$ cat src/hdl/isam_pkg.sv
// Purpose: Shared constants for the serial bus status and address mask block.
// Assumes: AHB-Lite register access, one register per aligned 32-bit word.
// Notes:   Offsets are byte addresses on the register bus.
package isam_pkg;

    //////////////////////////////////////////////////////////////////////////////
    // Register offsets.
    localparam logic [7:0] OFF_STATUS   = 8'h00;
    localparam logic [7:0] OFF_MASK     = 8'h04;
    localparam logic [7:0] OFF_TXBUF    = 8'h08;
    localparam logic [7:0] OFF_RXBUF    = 8'h0c;
    localparam logic [7:0] OFF_OWNADDR  = 8'h10;
    localparam logic [7:0] OFF_IRQSTAT  = 8'h14;
    localparam logic [7:0] OFF_IRQMASK  = 8'h18;

    //////////////////////////////////////////////////////////////////////////////
    // Status field positions.
    localparam int STAT_TBF  = 0;
    localparam int STAT_RBF  = 1;
    localparam int STAT_RW   = 2;
    localparam int STAT_S    = 3;
    localparam int STAT_P    = 4;
    localparam int STAT_DA   = 5;
    localparam int STAT_OV   = 6;
    localparam int STAT_WCOL = 7;
    localparam int STAT_W    = 8;

    // Interrupt event positions.
    localparam int IRQ_START = 0;
    localparam int IRQ_STOP  = 1;
    localparam int IRQ_RX    = 2;
    localparam int IRQ_TXD   = 3;
    localparam int IRQ_WCOL  = 4;
    localparam int IRQ_OV    = 5;
    localparam int IRQ_W     = 6;

    //////////////////////////////////////////////////////////////////////////////
    // Widths, counts and reset values.
    localparam int MASK_W    = 10;
    localparam int BYTE_W    = 8;
    localparam logic [3:0] BIT_LAST = 4'h7;
    localparam logic [3:0] BIT_ACK  = 4'h8;
    localparam logic [MASK_W-1:0] MASK_RST    = 10'h000;
    localparam logic [MASK_W-1:0] OWNADDR_RST = 10'h000;
    localparam logic [BYTE_W-1:0] BUF_RST     = 8'h00;
    localparam logic [IRQ_W-1:0]  IRQ_RST     = 6'h00;

    // Link states.
    typedef enum logic [4:0] {
        ST_IDLE  = 5'b00001,
        ST_ADDR  = 5'b00010,
        ST_WDATA = 5'b00100,
        ST_RDATA = 5'b01000,
        ST_SKIP  = 5'b10000
    } isam_state_e;

endpackage

$ cat src/hdl/isam_top.sv
// Overview of operation
// - Stop flag set when stop came last.
// - Start flag set when start came last.
// - Start, restart, stop all update both flags.
// - Direction flag: one read, zero write.
// - Direction updated only after address byte.
// - Receive full set when byte enters buffer.
// - Reading receive buffer clears receive full.
// - Writing transmit buffer when not busy sets transmit full.
// - Transmit full clears when byte sent.
// - Mask bit one ignores address bit.
// - Mask bit zero requires address bit equal.
// - Mask upper twenty-two bits read zero.
//
// Purpose: Status flags, address mask and a small slave byte engine.
// Assumes: AHB-Lite slave, single word transfers; SCL and SDA sampled on clk.
// Notes:   Seven-bit slave addressing is matched against the ten-bit mask.
`timescale 1ns/100ps
module isam_top (
    input  wire logic        clk,
    input  wire logic        rst,
    input  wire logic        hsel,
    input  wire logic [31:0] haddr,
    input  wire logic [1:0]  htrans,
    input  wire logic        hwrite,
    input  wire logic [2:0]  hsize,
    input  wire logic [31:0] hwdata,
    input  wire logic        hready,
    output logic      [31:0] hrdata,
    output logic             hreadyout,
    output logic             hresp,
    input  wire logic        scl_in,
    input  wire logic        sda_in,
    output logic             sda_o,
    output logic             sda_oe_n,
    output logic             irq
);

    //////////////////////////////////////////////////////////////////////////////
    // Declarations.
    logic                               wr_pend_reg;
    logic                               rd_pend_reg;
    logic [7:0]                         acc_addr_reg;
    logic [31:0]                        hrdata_reg;
    logic [31:0]                        rd_mux;
    logic                               take;
    logic                               wr_status;
    logic                               wr_mask;
    logic                               wr_tx;
    logic                               wr_own;
    logic                               wr_irqstat;
    logic                               wr_irqmask;
    logic                               rd_rx;
    logic [isam_pkg::MASK_W-1:0]        mask_reg;
    logic [isam_pkg::MASK_W-1:0]        own_reg;
    logic [isam_pkg::BYTE_W-1:0]        rxbuf_reg;
    logic [isam_pkg::BYTE_W-1:0]        txbuf_reg;
    logic [isam_pkg::BYTE_W-1:0]        rsr_reg;
    logic [isam_pkg::BYTE_W-1:0]        txsh_reg;
    logic [isam_pkg::BYTE_W-1:0]        byte_in;
    logic [3:0]                         bitcnt_reg;
    logic                               rbf_reg;
    logic                               tbf_reg;
    logic                               rw_reg;
    logic                               da_reg;
    logic                               s_reg;
    logic                               p_reg;
    logic                               ov_reg;
    logic                               wcol_reg;
    logic                               ack_pend_reg;
    logic                               drive_low_reg;
    logic [isam_pkg::IRQ_W-1:0]         irq_stat_reg;
    logic [isam_pkg::IRQ_W-1:0]         irq_mask_reg;
    logic [isam_pkg::IRQ_W-1:0]         irq_ev;
    logic [isam_pkg::STAT_W-1:0]        status;
    isam_pkg::isam_state_e              state_reg;
    logic                               scl_rise;
    logic                               scl_fall;
    logic                               start_seen;
    logic                               stop_seen;
    logic                               sda_now;
    logic                               byte_done;
    logic                               addr_hit;
    logic                               rx_load;
    logic                               rx_over;
    logic                               tx_busy;
    logic                               tx_done;

    //////////////////////////////////////////////////////////////////////////////
    // Pin front end and address comparator.
    isam_cond_detect u_cond (
        .clk        (clk),
        .rst        (rst),
        .scl_in     (scl_in),
        .sda_in     (sda_in),
        .scl_rise   (scl_rise),
        .scl_fall   (scl_fall),
        .start_seen (start_seen),
        .stop_seen  (stop_seen),
        .sda_now    (sda_now)
    );

    isam_addr_match u_match (
        .in_addr   ({3'h0, byte_in[7:1]}),
        .own_addr  (own_reg),
        .addr_mask (mask_reg),
        .match     (addr_hit)
    );

    //////////////////////////////////////////////////////////////////////////////
    // Bus slave. Writes finish in their data phase; reads take one wait state so
    // that a read straight after a write always sees the written value.
    assign take      = hsel & hready & htrans[1];
    assign hreadyout = ~rd_pend_reg;
    assign hresp     = 1'b0;
    assign hrdata    = hrdata_reg;

    always_ff @(posedge clk or posedge rst) begin
        if (rst) begin
            wr_pend_reg  <= 1'b0;
            rd_pend_reg  <= 1'b0;
            acc_addr_reg <= 8'h00;
        end else begin
            wr_pend_reg <= take & hwrite;
            rd_pend_reg <= take & ~hwrite;
            if (take) begin
                acc_addr_reg <= haddr[7:0];
            end
        end
    end

    assign wr_status  = wr_pend_reg & (acc_addr_reg == isam_pkg::OFF_STATUS);
    assign wr_mask    = wr_pend_reg & (acc_addr_reg == isam_pkg::OFF_MASK);
    assign wr_tx      = wr_pend_reg & (acc_addr_reg == isam_pkg::OFF_TXBUF);
    assign wr_own     = wr_pend_reg & (acc_addr_reg == isam_pkg::OFF_OWNADDR);
    assign wr_irqstat = wr_pend_reg & (acc_addr_reg == isam_pkg::OFF_IRQSTAT);
    assign wr_irqmask = wr_pend_reg & (acc_addr_reg == isam_pkg::OFF_IRQMASK);
    assign rd_rx      = rd_pend_reg & (acc_addr_reg == isam_pkg::OFF_RXBUF);

    always_comb begin
        status = '0;
        status[isam_pkg::STAT_TBF]  = tbf_reg;
        status[isam_pkg::STAT_RBF]  = rbf_reg;
        status[isam_pkg::STAT_RW]   = rw_reg;
        status[isam_pkg::STAT_S]    = s_reg;
        status[isam_pkg::STAT_P]    = p_reg;
        status[isam_pkg::STAT_DA]   = da_reg;
        status[isam_pkg::STAT_OV]   = ov_reg;
        status[isam_pkg::STAT_WCOL] = wcol_reg;
    end

    always_comb begin
        unique case (acc_addr_reg)
            isam_pkg::OFF_STATUS:  rd_mux = {24'h000000, status};
            isam_pkg::OFF_MASK:    rd_mux = {22'h0, mask_reg};
            isam_pkg::OFF_TXBUF:   rd_mux = {24'h000000, txbuf_reg};
            isam_pkg::OFF_RXBUF:   rd_mux = {24'h000000, rxbuf_reg};
            isam_pkg::OFF_OWNADDR: rd_mux = {22'h0, own_reg};
            isam_pkg::OFF_IRQSTAT: rd_mux = {26'h0, irq_stat_reg};
            isam_pkg::OFF_IRQMASK: rd_mux = {26'h0, irq_mask_reg};
            default:               rd_mux = 32'h00000000;
        endcase
    end

    always_ff @(posedge clk or posedge rst) begin
        if (rst) begin
            hrdata_reg <= 32'h00000000;
        end else if (rd_pend_reg) begin
            hrdata_reg <= rd_mux;
        end
    end

    //////////////////////////////////////////////////////////////////////////////
    // Configuration registers.
    always_ff @(posedge clk or posedge rst) begin
        if (rst) begin
            mask_reg     <= isam_pkg::MASK_RST;
            own_reg      <= isam_pkg::OWNADDR_RST;
            irq_mask_reg <= isam_pkg::IRQ_RST;
        end else begin
            if (wr_mask) begin
                mask_reg <= hwdata[isam_pkg::MASK_W-1:0];
            end
            if (wr_own) begin
                own_reg <= hwdata[isam_pkg::MASK_W-1:0];
            end
            if (wr_irqmask) begin
                irq_mask_reg <= hwdata[isam_pkg::IRQ_W-1:0];
            end
        end
    end

    //////////////////////////////////////////////////////////////////////////////
    // Link byte engine. A start or stop always wins over bit activity.
    assign byte_in   = {rsr_reg[6:0], sda_now};
    assign byte_done = scl_rise & (bitcnt_reg == isam_pkg::BIT_LAST)
                     & (state_reg != isam_pkg::ST_IDLE) & (state_reg != isam_pkg::ST_SKIP);

    always_ff @(posedge clk or posedge rst) begin
        if (rst) begin
            state_reg  <= isam_pkg::ST_IDLE;
            bitcnt_reg <= 4'h0;
            rsr_reg    <= isam_pkg::BUF_RST;
        end else if (start_seen) begin
            state_reg  <= isam_pkg::ST_ADDR;
            bitcnt_reg <= 4'h0;
        end else if (stop_seen) begin
            state_reg  <= isam_pkg::ST_IDLE;
            bitcnt_reg <= 4'h0;
        end else if (scl_rise && state_reg != isam_pkg::ST_IDLE) begin
            if (bitcnt_reg == isam_pkg::BIT_ACK) begin
                bitcnt_reg <= 4'h0;
                // A master that refuses a read byte ends the read.
                if (state_reg == isam_pkg::ST_RDATA && sda_now) begin
                    state_reg <= isam_pkg::ST_SKIP;
                end
            end else begin
                bitcnt_reg <= bitcnt_reg + 4'h1;
                rsr_reg    <= byte_in;
            end
            if (byte_done && state_reg == isam_pkg::ST_ADDR) begin
                if (!addr_hit) begin
                    state_reg <= isam_pkg::ST_SKIP;
                end else if (byte_in[0]) begin
                    state_reg <= isam_pkg::ST_RDATA;
                end else begin
                    state_reg <= isam_pkg::ST_WDATA;
                end
            end
        end
    end

    //////////////////////////////////////////////////////////////////////////////
    // Bus condition flags.
    always_ff @(posedge clk or posedge rst) begin
        if (rst) begin
            s_reg <= 1'b0;
            p_reg <= 1'b0;
        end else if (start_seen) begin
            s_reg <= 1'b1;
            p_reg <= 1'b0;
        end else if (stop_seen) begin
            s_reg <= 1'b0;
            p_reg <= 1'b1;
        end
    end

    // Direction and byte kind.
    always_ff @(posedge clk or posedge rst) begin
        if (rst) begin
            rw_reg <= 1'b0;
            da_reg <= 1'b0;
        end else if (byte_done) begin
            if (state_reg == isam_pkg::ST_ADDR) begin
                da_reg <= 1'b0;
                if (addr_hit) begin
                    rw_reg <= byte_in[0];
                end
            end else if (state_reg == isam_pkg::ST_WDATA) begin
                da_reg <= 1'b1;
            end
        end
    end

    //////////////////////////////////////////////////////////////////////////////
    // Receive holding buffer. An unread byte is kept; the new one is dropped.
    assign rx_load = byte_done & ((state_reg == isam_pkg::ST_WDATA)
                   | ((state_reg == isam_pkg::ST_ADDR) & addr_hit));
    assign rx_over = rx_load & rbf_reg;

    always_ff @(posedge clk or posedge rst) begin
        if (rst) begin
            rxbuf_reg <= isam_pkg::BUF_RST;
            rbf_reg   <= 1'b0;
            ov_reg    <= 1'b0;
        end else begin
            if (rx_load && !rbf_reg) begin
                rxbuf_reg <= byte_in;
                rbf_reg   <= 1'b1;
            end else if (rd_rx) begin
                rbf_reg <= 1'b0;
            end
            if (rx_over) begin
                ov_reg <= 1'b1;
            end else if (wr_status && hwdata[isam_pkg::STAT_OV]) begin
                ov_reg <= 1'b0;
            end
        end
    end

    //////////////////////////////////////////////////////////////////////////////
    // Transmit buffer. Busy means a byte is waiting or is being shifted out.
    assign tx_busy = tbf_reg | ((state_reg == isam_pkg::ST_RDATA) & (bitcnt_reg != 4'h0));
    assign tx_done = byte_done & (state_reg == isam_pkg::ST_RDATA);

    always_ff @(posedge clk or posedge rst) begin
        if (rst) begin
            txbuf_reg <= isam_pkg::BUF_RST;
            tbf_reg   <= 1'b0;
            wcol_reg  <= 1'b0;
        end else begin
            if (wr_tx && !tx_busy) begin
                txbuf_reg <= hwdata[isam_pkg::BYTE_W-1:0];
                tbf_reg   <= 1'b1;
            end else if (tx_done) begin
                tbf_reg <= 1'b0;
            end
            if (wr_tx && tx_busy) begin
                wcol_reg <= 1'b1;
            end else if (wr_status && hwdata[isam_pkg::STAT_WCOL]) begin
                wcol_reg <= 1'b0;
            end
        end
    end

    //////////////////////////////////////////////////////////////////////////////
    // Serial data drive: acknowledge and read data, changed on SCL falling.
    always_ff @(posedge clk or posedge rst) begin
        if (rst) begin
            txsh_reg      <= isam_pkg::BUF_RST;
            ack_pend_reg  <= 1'b0;
            drive_low_reg <= 1'b0;
        end else if (start_seen || stop_seen) begin
            ack_pend_reg  <= 1'b0;
            drive_low_reg <= 1'b0;
        end else begin
            if (byte_done) begin
                ack_pend_reg <= rx_load;
            end
            if (scl_rise && bitcnt_reg == isam_pkg::BIT_ACK) begin
                txsh_reg <= txbuf_reg;
            end else if (byte_done && state_reg == isam_pkg::ST_ADDR) begin
                txsh_reg <= txbuf_reg;
            end
            if (scl_fall) begin
                if (bitcnt_reg == isam_pkg::BIT_ACK) begin
                    drive_low_reg <= ack_pend_reg;
                end else if (state_reg == isam_pkg::ST_RDATA) begin
                    drive_low_reg <= ~txsh_reg[3'h7 - bitcnt_reg[2:0]];
                end else begin
                    drive_low_reg <= 1'b0;
                end
            end
        end
    end

    assign sda_o    = 1'b0;
    assign sda_oe_n = ~drive_low_reg;

    //////////////////////////////////////////////////////////////////////////////
    // Interrupts. A new event wins over a clear written in the same cycle.
    always_comb begin
        irq_ev = '0;
        irq_ev[isam_pkg::IRQ_START] = start_seen;
        irq_ev[isam_pkg::IRQ_STOP]  = stop_seen;
        irq_ev[isam_pkg::IRQ_RX]    = rx_load & ~rbf_reg;
        irq_ev[isam_pkg::IRQ_TXD]   = tx_done;
        irq_ev[isam_pkg::IRQ_WCOL]  = wr_tx & tx_busy;
        irq_ev[isam_pkg::IRQ_OV]    = rx_over;
    end

    always_ff @(posedge clk or posedge rst) begin
        if (rst) begin
            irq_stat_reg <= isam_pkg::IRQ_RST;
        end else if (wr_irqstat) begin
            irq_stat_reg <= (irq_stat_reg & ~hwdata[isam_pkg::IRQ_W-1:0]) | irq_ev;
        end else begin
            irq_stat_reg <= irq_stat_reg | irq_ev;
        end
    end

    assign irq = |(irq_stat_reg & irq_mask_reg);

    // Transfer size is not checked: every access is taken as a whole word.
    logic unused_size;
    assign unused_size = |hsize;

endmodule

$ cat src/hdl/isam_cond_detect.sv
// Purpose: Synchronise the bus pins and find clock edges, start and stop.
// Assumes: Pins are asynchronous to clk and much slower than it.
// Notes:   All outputs but sda_now are one-cycle pulses on clk; sda_now is the synchronised SDA level.
`timescale 1ns/100ps
module isam_cond_detect (
    input  wire logic clk,
    input  wire logic rst,
    input  wire logic scl_in,
    input  wire logic sda_in,
    output logic      scl_rise,
    output logic      scl_fall,
    output logic      start_seen,
    output logic      stop_seen,
    output logic      sda_now
);

    logic [1:0] scl_sync_reg;
    logic [1:0] sda_sync_reg;
    logic       scl_prev_reg;
    logic       sda_prev_reg;

    //////////////////////////////////////////////////////////////////////////////
    // Only the second stage is read, to keep metastability out of the logic.
    always_ff @(posedge clk or posedge rst) begin
        if (rst) begin
            scl_sync_reg <= 2'h3;
            sda_sync_reg <= 2'h3;
            scl_prev_reg <= 1'b1;
            sda_prev_reg <= 1'b1;
        end else begin
            scl_sync_reg <= {scl_sync_reg[0], scl_in};
            sda_sync_reg <= {sda_sync_reg[0], sda_in};
            scl_prev_reg <= scl_sync_reg[1];
            sda_prev_reg <= sda_sync_reg[1];
        end
    end

    assign scl_rise   = scl_sync_reg[1] & ~scl_prev_reg;
    assign scl_fall   = ~scl_sync_reg[1] & scl_prev_reg;
    assign start_seen = scl_sync_reg[1] & scl_prev_reg & sda_prev_reg & ~sda_sync_reg[1];
    assign stop_seen  = scl_sync_reg[1] & scl_prev_reg & ~sda_prev_reg & sda_sync_reg[1];
    assign sda_now    = sda_sync_reg[1];

endmodule

$ cat src/hdl/isam_addr_match.sv
// Purpose: Masked comparison of an incoming address with the own address.
// Assumes: A mask bit of one removes that position from the comparison.
// Notes:   Purely combinational.
`timescale 1ns/100ps
module isam_addr_match (
    input  wire logic [isam_pkg::MASK_W-1:0] in_addr,
    input  wire logic [isam_pkg::MASK_W-1:0] own_addr,
    input  wire logic [isam_pkg::MASK_W-1:0] addr_mask,
    output logic                             match
);

    logic [isam_pkg::MASK_W-1:0] bit_ok;

    genvar i;
    generate
        for (i = 0; i < isam_pkg::MASK_W; i = i + 1) begin : g_bit
            assign bit_ok[i] = addr_mask[i] | (in_addr[i] == own_addr[i]);
        end
    endgenerate

    assign match = &bit_ok;

endmodule

$ cat config.mk
export PLATFORM = sky130hd
export DESIGN_NAME = isam_top
export DESIGN_NICKNAME = d
export VERILOG_FILES = /design/src/hdl/isam_pkg.sv /design/src/hdl/isam_top.sv /design/src/hdl/isam_cond_detect.sv /design/src/hdl/isam_addr_match.sv
export SDC_FILE = /design/constraint.sdc
export NUM_CORES = 1
export LEC_CHECK = 0
export CAP_MARGIN = 5
export CORE_ASPECT_RATIO = 1.75
export CORE_MARGIN = 5
export CORE_UTILIZATION = 30
export DETAILED_ROUTE_END_ITERATION = 10
export DONT_BUFFER_PORTS = 1
export SYNTH_ARGS = -nofsm -noshare
export SYNTH_HDL_FRONTEND = slang
export SYNTH_SLANG_ARGS = --single-unit
$ cat constraint.sdc
create_clock -name clk -period 8.5 [get_ports clk]
set_input_delay 2.55 -clock clk [delete_from_list [all_inputs] [get_ports clk]]
set_output_delay 2.55 -clock clk [all_outputs]
set_load 0.01 [all_outputs]
== After elaboration in Yosys (flattened, before gate mapping) ==
Index checks and enable logic that the tools add are counted.

* Input port bits: 76
* Output and inout port bits: 37
* Logic and storage cells: 183
* Register bits after elaboration: 130

* Eq/ne operators: 20
* Add/subtract/negate cells: 2
* Bitwise gates (word level): 61
* Magnitude comparators: 1
* Reduce and logical (&&, ||, !) cells: 33
* Muxes and demuxes: 38

{| class="wikitable"
|+ Operators with widths
! kind !! number
|-
| case mux 10 bit (7 select lines) || 1
|-
| two-way mux 5 bit || 7
|-
| bitwise AND 1 bit || 28
|-
| == test 8 x 5 -> 1 bit, second input constant || 3
|-
| two-way mux 1 bit || 21
|-
| two-way mux 4 bit || 5
|-
| nonzero test 2 bit || 9
|-
| == test 8 x 4 -> 1 bit, second input constant || 2
|-
| two-way mux 8 bit || 2
|-
| NOT 1 bit || 16
|-
| bitwise AND 6 bit || 2
|-
| bitwise OR 1 bit || 12
|-
| bitwise OR 6 bit || 2
|-
| AND reduction 12 bit || 1
|-
| nonzero test 4 bit || 3
|-
| AND reduction 10 bit || 1
|-
| logical AND 1 bit || 9
|-
| == test 8 x 3 -> 1 bit, second input constant || 1
|-
| zero test 8 bit || 1
|-
| == test 1 bit || 7
|-
| two-way mux 6 bit || 1
|-
| NOT 6 bit || 1
|-
| OR reduction 6 bit || 1
|-
| == test 5 x 2 -> 1 bit, second input constant || 1
|-
| other kinds (16) || 18
|}

== Depth between registers and ports, before layout ==
Gate-level depths: netlist of the first run.

* Word-level depth: 10
* Gate-level depth with buffers: 7

== By module ==
A second synthesis of the first run with hierarchy kept.

* Cell total of the unflattened synthesis: 419
* Area total of the unflattened synthesis: 5202.5 um2

{| class="wikitable"
|+ Modules (own cells, without submodules)
! module !! seq. area each (um2) !! instances !! cells each !! area each (um2)
|-
| isam_top || 2553.7 || 1 || 391 || 4878.4
|-
| isam_cond_detect || 157.7 || 1 || 11 || 193.9
|-
| isam_addr_match || 0.0 || 1 || 17 || 130.1
|}

== Worst setup path before layout of the first run ==
Ideal clock, no wire load.

* Path kind: input port to flip-flop
* Start point: input hsel
* End point: register acc_addr_reg[0]
* Stages: 2
* Setup slack: 5195 ps
* Setup time: 125 ps
* Required time: 8375 ps
* Arrival time: 3181 ps
* Buffers on the path: 0
* Cell sequence: nand3_1 -> mux2_2

* Longest elaborated chain between the ends: 2

{| class="wikitable"
|+ Ends and longest elaborated chain
! item !! line !! text
|-
| start, declared || isam_top.sv:22 || <nowiki>input wire logic hsel,</nowiki>
|-
| bitwise AND 1 bit (2 in a row) || isam_top.sv:113 || <nowiki>assign take = hsel & hready & htrans[1];</nowiki>
|-
| end signal, assigned || isam_top.sv:127 || <nowiki>acc_addr_reg <= haddr[7:0];</nowiki>
|-
| end, declared || isam_top.sv:43 || <nowiki>logic [7:0] acc_addr_reg;</nowiki>
|}

Every way passes these cells.
A chain may end at the register's enable or synchronous reset.

== Worst setup path in the final report of the first run ==
* Start point: register irq_stat_reg[2] in the netlist's numbering
* End point: output irq

* Longest elaborated chain between the ends: 2

{| class="wikitable"
|+ Ends and longest elaborated chain
! item !! line !! text
|-
| start, declared || isam_top.sv:72 || <nowiki>logic [isam_pkg::IRQ_W-1:0] irq_stat_reg;</nowiki>
|-
| start signal, assigned || isam_top.sv:364 || <nowiki>irq_stat_reg <= isam_pkg::IRQ_RST;</nowiki>
|-
| start signal, assigned || isam_top.sv:366 || <nowiki>irq_stat_reg <= (irq_stat_reg & ~hwdata[isam_pkg::IRQ_W-1:0]) | irq_ev;</nowiki>
|-
| start signal, assigned || isam_top.sv:368 || <nowiki>irq_stat_reg <= irq_stat_reg | irq_ev;</nowiki>
|-
| bitwise AND 6 bit || isam_top.sv:372 || <nowiki>assign irq = |(irq_stat_reg & irq_mask_reg);</nowiki>
|-
| OR reduction 6 bit || isam_top.sv:372 ||
|-
| end, declared || isam_top.sv:36 || <nowiki>output logic irq</nowiki>
|}

Every way passes these cells.

==> reports/metrics.yaml, run 1 <==
status:
  status: "completed"
power_and_ir_drop:
  combPwrFrac_pct: 18.1
  p_per_area_mw_per_mm2: 228
  p_leak_nw: 2.47
  p_sw_share_pct: 30.1
  clkPwrFrac_pct: 32.1
  finalPower_mw: 1.35
  seq_power_share_pct: 49.8
  p_int_uw: 944
  power.switching_uw: 407
  ir_drop_mv: 0.181
logic_synthesis:
  avgSynthCellArea_um2: 11.5
  syn-cell-area_mm2: 0.00548
  ys_seq_area_share_pct: 49.5
  syn_inst: 477
  synth_area_leaders: "dfrtp_1 46%, mux2_2 13%, buf_4 3.6%"
  ys_ff_latch: 108
  synth.top_cell.area_share_pct: 46.2
  yosys.area.top_type: "dfrtp_1"
  synth_warnings: 0
  ys_types: 61
  synth_ff_type: "dfrtp_1"
  synth_edf_count: 0
  async_reset_ff_share_pct: 100
sta:
  finalClockSkew_ns: 0.0141
  post-route-min-period_ns: 3.77
  finalSetupTns_ns: 0
  worst_slew_pin_slew_ns: 0.928
  drv_slew: 0
  slew-limit-headroom_pct: 38.1
  fmax_mhz: 265
  setup_viol: 0
  period_share_pct: 44.3
  rsz0062_at_grt: "false"
  hold_violations: 0
clock_network:
  cts_sinks: 108
  htreeDepth: 3
  clk_pin_slew_worst_paths_ns: 0.08
  cts_root_buf: "clkbuf_16"
  ctsResizeCount: 0
  clock_latency_ns: 0.36
  numCtsBuffers: 9
  cts_max_path_buffers: 2
  post_cts_buffers: 0
  cts_hold_buf: 0
  tritoncts: "yes"
placement:
  hpwlAfterDp_um: 10800
  place_congestion: 0.880
  place_inst: 696
  port_buffers: 0
cells_and_area:
  final_common_cell: "dfrtp_1"
  fin_util_pct: 33.0
  nNetsFinal: 551
  area_growth_pct: 8.30
  drive_gt1_share_pct: 23.0
  mostFrequentLayoutCells: "101 x dfrtp_1, 61 x mux2_2, 41 x nand2_1, 24 x conb_1, 20 x o21ai_0"
  diodes: 0
  instances_no_fill: 712
critical_path:
  critPathMaxStageDelay_ns: 0.42
  timing.rr.start: "u_cond.scl_sync_reg[1]"
  cp-startpoint: "irq_stat_reg[2]"
  critPathLaunchType: "register"
  path_class: "register to output port"
  ff2ff_path_depth: 5
  critPathMaxFanout: 4
  cp_slowest_cell: "dfrtp_1"
  crit_required_ns: 5.95
  cp-end-kind: "output port"
  r2r_slack_ns: 5.93
  rr_endpoint: "rw_reg"
  path_cells: "a22oi_1, nand3_1"
  cp.arrival_ns: 1.22
route:
  drt_pass1_iterations: 5
  vias: 3792
  via_per_inst: 5.33
  wl_met1_um: 4920
  postRouteAntennaNets: 0
  first_iter_violations: 281
  wl_met2_um: 7600
  met3_length_um: 711
  routed_wl_um: 14200
  wl_per_cell_um: 20.0
  drcViolationCount: 0
  top_layer_used: "met4"
global_route:
  grt.overflow.total: 0
  grt_max_degree: 64
  grt_antenna_before_repair: 0
  grt_pass1_vias: 3900
  grt_pass1_wl_um: 22200
  track_usage_pct: 13.7
floorplanning:
  fp.dieH_um: 189
  ios: 113
  die_w_um: 112
  initial_core_util_pct: 30.5
  die_area_mm2: 0.0212
  core_area_mm2: 0.0180
  row_count: 65
worst_hold_path:
  holdPathEnd: "u_cond.sda_sync_reg[1]"
  hold_depth: 0
  hold_class: "register to register"
  min_from: "u_cond.sda_sync_reg[0]"
run:
  cap_violations: 0
layer usage:
metal / global-route usage (%) / up-vias
li1: - / 1692
met1: 13.9 / 1899
met2: 24.5 / 160
met3: 2.76 / 41
met4: 10.2 / 0
met5: 0 / -
Yosys cell counts (3+ instances only):
cell	n
a21oi_1	8
and2_1	4
nand3_1	12
nand2_1	41
nand4_1	10
dfrtp_1	101
xnor2_1	8
nand3b_1	10
a22oi_1	5
o2bb2ai_1	10
a221o_1	3
nor4_1	4
mux2i_1	9
nor2_1	13
nand2b_1	4
dfstp_2	7
inv_1	18
mux4_2	7
o31ai_1	3
and3_1	4
mux2_2	61
clkbuf_1	9
buf_2	3
a22o_1	4
buf_4	26
o21ai_0	20
nor2b_1	6
o22ai_1	3
a31oi_1	17
nor3_1	5
a21o_1	5
cell families (layout without fill, tap and decap cells):
kind of cell    Yosys count  after routing  share of synthesized area [%]
mux                      78             78                           17.3
compound gates           89             89                           11.2
simple gates            130            130                           13.9
fa+ha+maj                 2              2                          0.457
xor+xnor                  8              8                           1.28
flops                   108            108                           49.5
buf+inv                  61             39                           6.17
other cells               1             24                         0.0685
worst max-delay path: cells and delay by family, from the launching register on:
| kind | cells | cell delay [ns] |
|---|---|---|
| AND/OR/NAND/NOR | 1 | 0.23 |
| AO/OA/AOI/OAI | 1 | 0.21 |
| flip-flops | 1 | 0.42 |
metrics by stage:
step	setup slack (ns)	instance area [um2]	hold slack, ns
final	4.73	5930	0.349
after global routing	4.65	5930	0.350
after CTS	4.69	5930	0.356
after detailed placement	4.68	5620	0.350
after global placement	4.73	5620	0.351
after floorplan	3.12	5560	0.345
worst max path at each step:
stage / end / slack (ns)
after CTS: irq / 4.69
after detailed placement: txsh_reg[1] / 4.68
after global routing: irq / 4.65
after floorplan: acc_addr_reg[0] / 3.12
after global placement: bitcnt_reg[1] / 4.73
final: irq / 4.73
power by group through the flow:
stage                     Combinational [mW]  Clock, mW  Sequential (mW)
after floorplan                        0.222          0            0.635
after global placement                 0.237          0            0.679
after detailed placement               0.245          0            0.683
after CTS                              0.246      0.446            0.673
after global routing                   0.269      0.469            0.681
final                                  0.245      0.433            0.673
final cells by class:
type	instances	area (um2)
sequential	108	2710
timing repair buffer	3	22.5
multi-input combinational	331	2510
fill	1799	12000
clock buffer	11	253
tap	234	293
inverter	20	77.6
clock inverter	5	60.1
Note: power is estimated with default switching activity, not from simulation.
==> run 2: changes to the inputs <==
==> constraint.sdc (replaced) <==
create_clock -name clk -period 3.56 [get_ports clk]
set_input_delay 1.068 -clock clk [delete_from_list [all_inputs] [get_ports clk]]
set_output_delay 1.068 -clock clk [all_outputs]
set_load 0.01 [all_outputs]
==> run 2 against run 1 <==
- setup slack got worse by 3.6 ns
- sequential power increased by 140%
- largest cell class unchanged
- routed wire length decreased by 3.3%
- highest routed layer unchanged
- clock skew shrank 0.0051 ns
- register-to-register slack worse by 4.8 ns
- hold slack better by 0.011 ns
- sequential share of layout area is 0.25 points lower
- die area unchanged
- total power rose by 140%
==> reports/metrics.yaml, run 2 (synthesis gave the netlist of run 1 again) <==
floorplanning:
  core_area_mm2: 0.0180  # unchanged
  die_area_mm2: 0.0212  # unchanged
  initial_core_util_pct: 30.5  # unchanged
  ios: 113  # unchanged
  row_count: 65  # unchanged
  die_w_um: 112  # unchanged
  fp.dieH_um: 189  # unchanged
critical_path:
  critPathMaxStageDelay_ns: 0.76  # was 0.42 ns
  cp.arrival_ns: 2.62  # was 1.22 ns
  timing.rr.start: "u_cond.scl_sync_reg[1]"  # unchanged
  cp_num_buf_inv: 1  # was 0
  cp_slowest_cell: "nor2b_1"  # was dfrtp_1
  cp-end-kind: "register"  # was output port
  ff2ff_path_depth: 4  # was 5
  path_cells: "inv_1, a311oi_2, nor2b_1, mux2_2"  # was a22oi_1, nand3_1
  cp-startpoint: "u_cond.scl_sync_reg[1]"  # was irq_stat_reg[2]
  r2r_slack_ns: 1.17  # was 5.93 ns
  critPathMaxFanout: 8  # was 4
  critPathTopFamily: "simple AND/OR/NAND/NOR gates"  # was flip-flops
  rr_endpoint: "rsr_reg[6]"  # was rw_reg
  critPathLaunchType: "register"  # unchanged
  path_class: "register to register"  # was register to output port
  crit_required_ns: 3.79  # was 5.95 ns
  path_depth: 4  # was 2
worst_hold_path:
  holdPathEnd: "u_cond.sda_sync_reg[1]"  # unchanged
  hold_class: "register to register"  # unchanged
  hold_depth: 0  # unchanged
  min_from: "u_cond.sda_sync_reg[0]"  # unchanged
clock_network:
  tritoncts: "yes"  # unchanged
  post_cts_buffers: 0  # unchanged
  cts_sinks: 108  # unchanged
  clock_latency_ns: 0.35  # was 0.36 ns
  numCtsBuffers: 9  # unchanged
  ctsResizeCount: 0  # unchanged
  cts_root_buf: "clkbuf_16"  # unchanged
  htreeDepth: 3  # unchanged
  cts_max_path_buffers: 2  # unchanged
  cts_hold_buf: 0  # unchanged
  clk_pin_slew_worst_paths_ns: 0.07  # was 0.08 ns
cells_and_area:
  instances_no_fill: 716  # was 712
  area_growth_pct: 8.89  # was 8.30%
  nNetsFinal: 555  # was 551
  mostFrequentLayoutCells: "101 x dfrtp_1, 61 x mux2_2, 41 x nand2_1, 24 x conb_1, 20 x o21ai_0"  # unchanged
  diodes: 0  # unchanged
  final_common_cell: "dfrtp_1"  # unchanged
  drive_gt1_share_pct: 23.4  # was 23.0%
sta:
  drv_slew: 0  # unchanged
  holdWs_ns: 0.361  # was 0.349 ns
  rsz0062_at_grt: "false"  # unchanged
  worst_slew_pin_slew_ns: 0.865  # was 0.928 ns
  setup_viol: 0  # unchanged
  finalClockSkew_ns: 0.00902  # was 0.0141 ns
  period_share_pct: 67.2
  fmax_mhz: 418
  hold_violations: 0  # unchanged
  finalSetupTns_ns: 0  # unchanged
  post-route-min-period_ns: 2.39
  slew-limit-headroom_pct: 42.2  # was 38.1%
power_and_ir_drop:
  p_leak_nw: 2.48  # was 2.47 nW
  ir_drop_mv: 0.377  # was 0.181 mV
  finalPower_mw: 3.18  # was 1.35 mW
  p_per_area_mw_per_mm2: 534  # was 228 mW/mm2
route:
  routed_wl_um: 13800  # was 14,200 um
  drcViolationCount: 0  # unchanged
  wl_per_cell_um: 19.2  # was 20.0 um
  vias: 3716  # was 3,792
  via_per_inst: 5.19  # was 5.33
  drt_pass1_iterations: 4  # was 5
  first_iter_violations: 309  # was 281
  postRouteAntennaNets: 0  # unchanged
placement:
  place_congestion: 0.900  # was 0.880
  hpwlAfterDp_um: 10600  # was 10,800 um
  place_inst: 700  # was 696
  port_buffers: 0  # unchanged
status:
  status: "completed"  # unchanged
global_route:
  grt_pass1_wl_um: 22000  # was 22,200 um
  grt.overflow.total: 0  # unchanged
  grt_max_degree: 40  # was 64
  grt_pass1_vias: 3901  # was 3,900
  track_usage_pct: 13.3  # was 13.7%
  grt_antenna_before_repair: 0  # unchanged
run:
  cap_violations: 0  # unchanged
run 2: worst max path at each step:
stage	slack (ns)	end
2_1_floorplan	1.20	acc_addr_reg[0]
3_3_place_gp	1.19	rsr_reg[6]
3_5_place_dp	1.19	rsr_reg[2]
4_1_cts	1.17	rsr_reg[6]
5_1_grt	1.07	rsr_reg[5]
6_report	1.17	rsr_reg[6]
run 2: routing by layer:
layer	GRT usage, %	vias to the layer above	wire length, um
li1	-	1697	-
met1	14.1	1867	4930
met2	24.1	124	7310
met3	2.09	28	745
met4	8.19	0	768
met5	0	-	0
run 2: stage by stage:
stage	instance area (um2)	utilization [%]	setup slack, ns
finish	5960	33.2	1.17
global route	5960	33.2	1.07
detailed placement	5660	31.5	1.19
global placement	5660	31.5	1.19
floorplan	5570	-	1.20
CTS	5960	33.2	1.17
run 2: area by class of cell:
type	instances	area (um2)
fillers	1786	12000
flip-flops and latches	108	2710
multi-input cells	331	2510
well taps	234	293
clock buffers	11	243
inverters	20	78.8
repair buffers	7	65.1
clock inverters	5	58.8
run 2: power breakdown:
group	switching [mW]	total (mW)	internal [mW]	leakage [nW]
registers	0.212	1.59	1.37	1.31
clock network	0.441	1.01	0.566	0.142
logic	0.288	0.587	0.300	1.02
total	0.941	3.18	2.24	2.48
run 2: worst register-to-register path: cells and delay by family (launching register included):
family                 cells  cell delay, ns
muxes                      1            0.42
buffers and inverters      1            0.09
DFF                        1            0.55
and+or+nand+nor            1            0.76
AOI/OAI and AO/OA          1            0.46
==> run 3: changes to the inputs <==
==> constraint.sdc (replaced) <==
create_clock -name clk -period 2.1 [get_ports clk]
set_input_delay 0.63 -clock clk [delete_from_list [all_inputs] [get_ports clk]]
set_output_delay 0.63 -clock clk [all_outputs]
set_load 0.01 [all_outputs]
==> run 3 against run 2 <==
- sequential power increased by 67%
- cell count grew 2.4%
- hold slack got worse by 0.22 ns
- total power is 75% higher
- setup slack got worse by 1.1 ns
- count of clock-buffer cells in the layout increased by 1
==> reports/metrics.yaml, run 3 (synthesis gave the netlist of run 1 again) <==
status:
  status: "completed"  # unchanged
floorplanning:
  die_area_mm2: 0.0212  # unchanged
  row_count: 65  # unchanged
  ios: 113  # unchanged
  die_w_um: 112  # unchanged
  fp.dieH_um: 189  # unchanged
  initial_core_util_pct: 30.5  # unchanged
  core_area_mm2: 0.0180  # unchanged
cells_and_area:
  diodes: 0  # unchanged
  fin_util_pct: 34.3  # was 33.2%
  drive_gt1_share_pct: 26.3  # was 23.4%
  nNetsFinal: 572  # was 555
  ff_latch_area_mm2: 0.00271  # about the same
  fillCellCount: 1759  # was 1,786
  multiInputGateArea_mm2: 0.00252  # was 0.00251 mm2
  area_growth_pct: 12.5  # was 8.89%
  final_common_cell: "dfrtp_1"  # unchanged
  mostFrequentLayoutCells: "100 x dfrtp_1, 61 x mux2_2, 41 x nand2_1, 24 x conb_1, 20 x o21ai_0"  # was 101 x dfrtp_1, 61 x mux2_2, 41 x nand2_1, 24 x conb_1, 20 x o21ai_0
clock_network:
  tritoncts: "yes"  # unchanged
  cts_root_buf: "clkbuf_16"  # unchanged
  cts_sinks: 108  # unchanged
  cts_max_path_buffers: 2  # unchanged
  post_cts_buffers: 0  # unchanged
  numCtsBuffers: 9  # unchanged
  htreeDepth: 3  # unchanged
  clk_pin_slew_worst_paths_ns: 0.07  # about the same
  cts_hold_buf: 0  # unchanged
  clock_latency_ns: 0.34  # was 0.35 ns
critical_path:
  path_cells: "nor4b_2, inv_1, nor2_4, mux2_2"  # was inv_1, a311oi_2, nor2b_1, mux2_2
  crit_required_ns: 2.33  # was 3.79 ns
  cp_slowest_cell: "nor4b_2"  # was nor2b_1
  cp-end-kind: "register"  # unchanged
  critPathMaxFanout: 10  # was 8
  path_class: "register to register"  # unchanged
  cp.arrival_ns: 2.25  # was 2.62 ns
  critPathMaxStageDelay_ns: 0.53  # was 0.76 ns
  critPathLaunchType: "register"  # unchanged
sta:
  setup_viol: 0  # unchanged
  worst_slew_pin_slew_ns: 0.521  # was 0.865 ns
  holdWs_ns: 0.139  # was 0.361 ns
  rsz0062_at_grt: "false"  # unchanged
  period_share_pct: 96.3  # was 67.2%
  drv_slew: 0  # unchanged
  finalClockSkew_ns: 0.00934  # was 0.00902 ns
  post-route-min-period_ns: 2.02  # was 2.39 ns
  layout_setup_ws_ns: 0.0767  # was 1.17 ns
  fmax_mhz: 494  # was 418 MHz
  slew-limit-headroom_pct: 65.1  # was 42.2%
  finalSetupTns_ns: 0  # unchanged
  hold_violations: 0  # unchanged
run:
  cap_violations: 0  # unchanged
worst_hold_path:
  hold_class: "input port to async pin"  # was register to register
global_route:
  grt.overflow.total: 0  # unchanged
  grt_antenna_before_repair: 0  # unchanged
  grt_pass1_vias: 4101  # was 3,901
  track_usage_pct: 13.7  # was 13.3%
  grt_max_degree: 47  # was 40
  grt_pass1_wl_um: 22600  # was 22,000 um
placement:
  hpwlAfterDp_um: 11100  # was 10,600 um
  place_congestion: 0.885  # was 0.900
  place_ws_ns: 0.0152  # was 1.19 ns
  port_buffers: 0  # unchanged
route:
  first_iter_violations: 283  # was 309
  vias: 3910  # was 3,716
  postRouteAntennaNets: 0  # unchanged
  via_per_inst: 5.33  # was 5.19
  drt_pass1_iterations: 5  # was 4
  wl_per_cell_um: 19.5  # was 19.2 um
  drcViolationCount: 0  # unchanged
  routed_wl_um: 14300  # was 13,800 um
power_and_ir_drop:
  ir_drop_mv: 0.722  # was 0.377 mV
  p_per_area_mw_per_mm2: 904  # was 534 mW/mm2
  p_leak_nw: 2.59  # was 2.48 nW
==> run 3: worst max-delay path, delay by kind of cell, from the launching register on <==
family	cells	cell delay [ns]
simple gates	2	0.90
mux	1	0.39
buf+inv	1	0.15
flops	1	0.47
==> run 3: cell type report <==
cell class / instances / share of cell area, %
Multi-Input combinational cell: 331 / 40.9
Tap cell: 234 / 4.76
Clock inverter: 4 / 1.20
Timing Repair Buffer: 24 / 3.80
Sequential cell: 108 / 44.1
Inverter: 20 / 1.28
Clock buffer: 12 / 4.00
==> run 3: through the flow <==
step	instances	cell area [um2]	power, mW
floorplan	500	5570	3.47
global placement	717	5830	3.73
detailed placement	717	5830	3.78
CTS	733	6150	5.61
global route	733	6160	5.84
finish	733	6160	5.56
==> run 3: final timing paths <==
| check | start | end | slack (ns) | depth (start not counted) |
|---|---|---|---|---|
| min in group clk | scl_in | u_cond.scl_sync_reg[0] | 0.28 | 0 |
| max in group asynchronous | rst | u_cond.sda_sync_reg[1] | 1.38 | 2 |
| worst min-delay path | rst | irq_stat_reg[3] | 0.14 | 1 |
| worst max register to register | acc_addr_reg[1] | mask_reg[8] | 0.08 | 4 |
| worst max-delay path | acc_addr_reg[1] | mask_reg[8] | 0.08 | 4 |
| worst min register to register | u_cond.scl_sync_reg[0] | u_cond.scl_sync_reg[1] | 0.36 | 0 |
==> run 3: per-layer routing <==
layer | wire, um | GRT usage, %
met3 | 674 | 2.35
met4 | 867 | 9.39
met2 | 7780 | 25.1
met5 | 0 | 0
met1 | 4940 | 14.0
==> run 3: what timing repair did <==
| action | in CTS | in global routing |
|---|---|---|
| pin swaps | 0 | 1 |
| gates cloned | 0 | 0 |
| endpoints found under the setup margin | 10 | 9 |
| resized for setup | 1 | 2 |
==> run 3: report_power, final <==
group	switching (mW)	total [mW]	internal, mW
combinational	0.552	1.11	0.554
sequential	0.313	2.65	2.33
clock	0.733	1.81	1.08
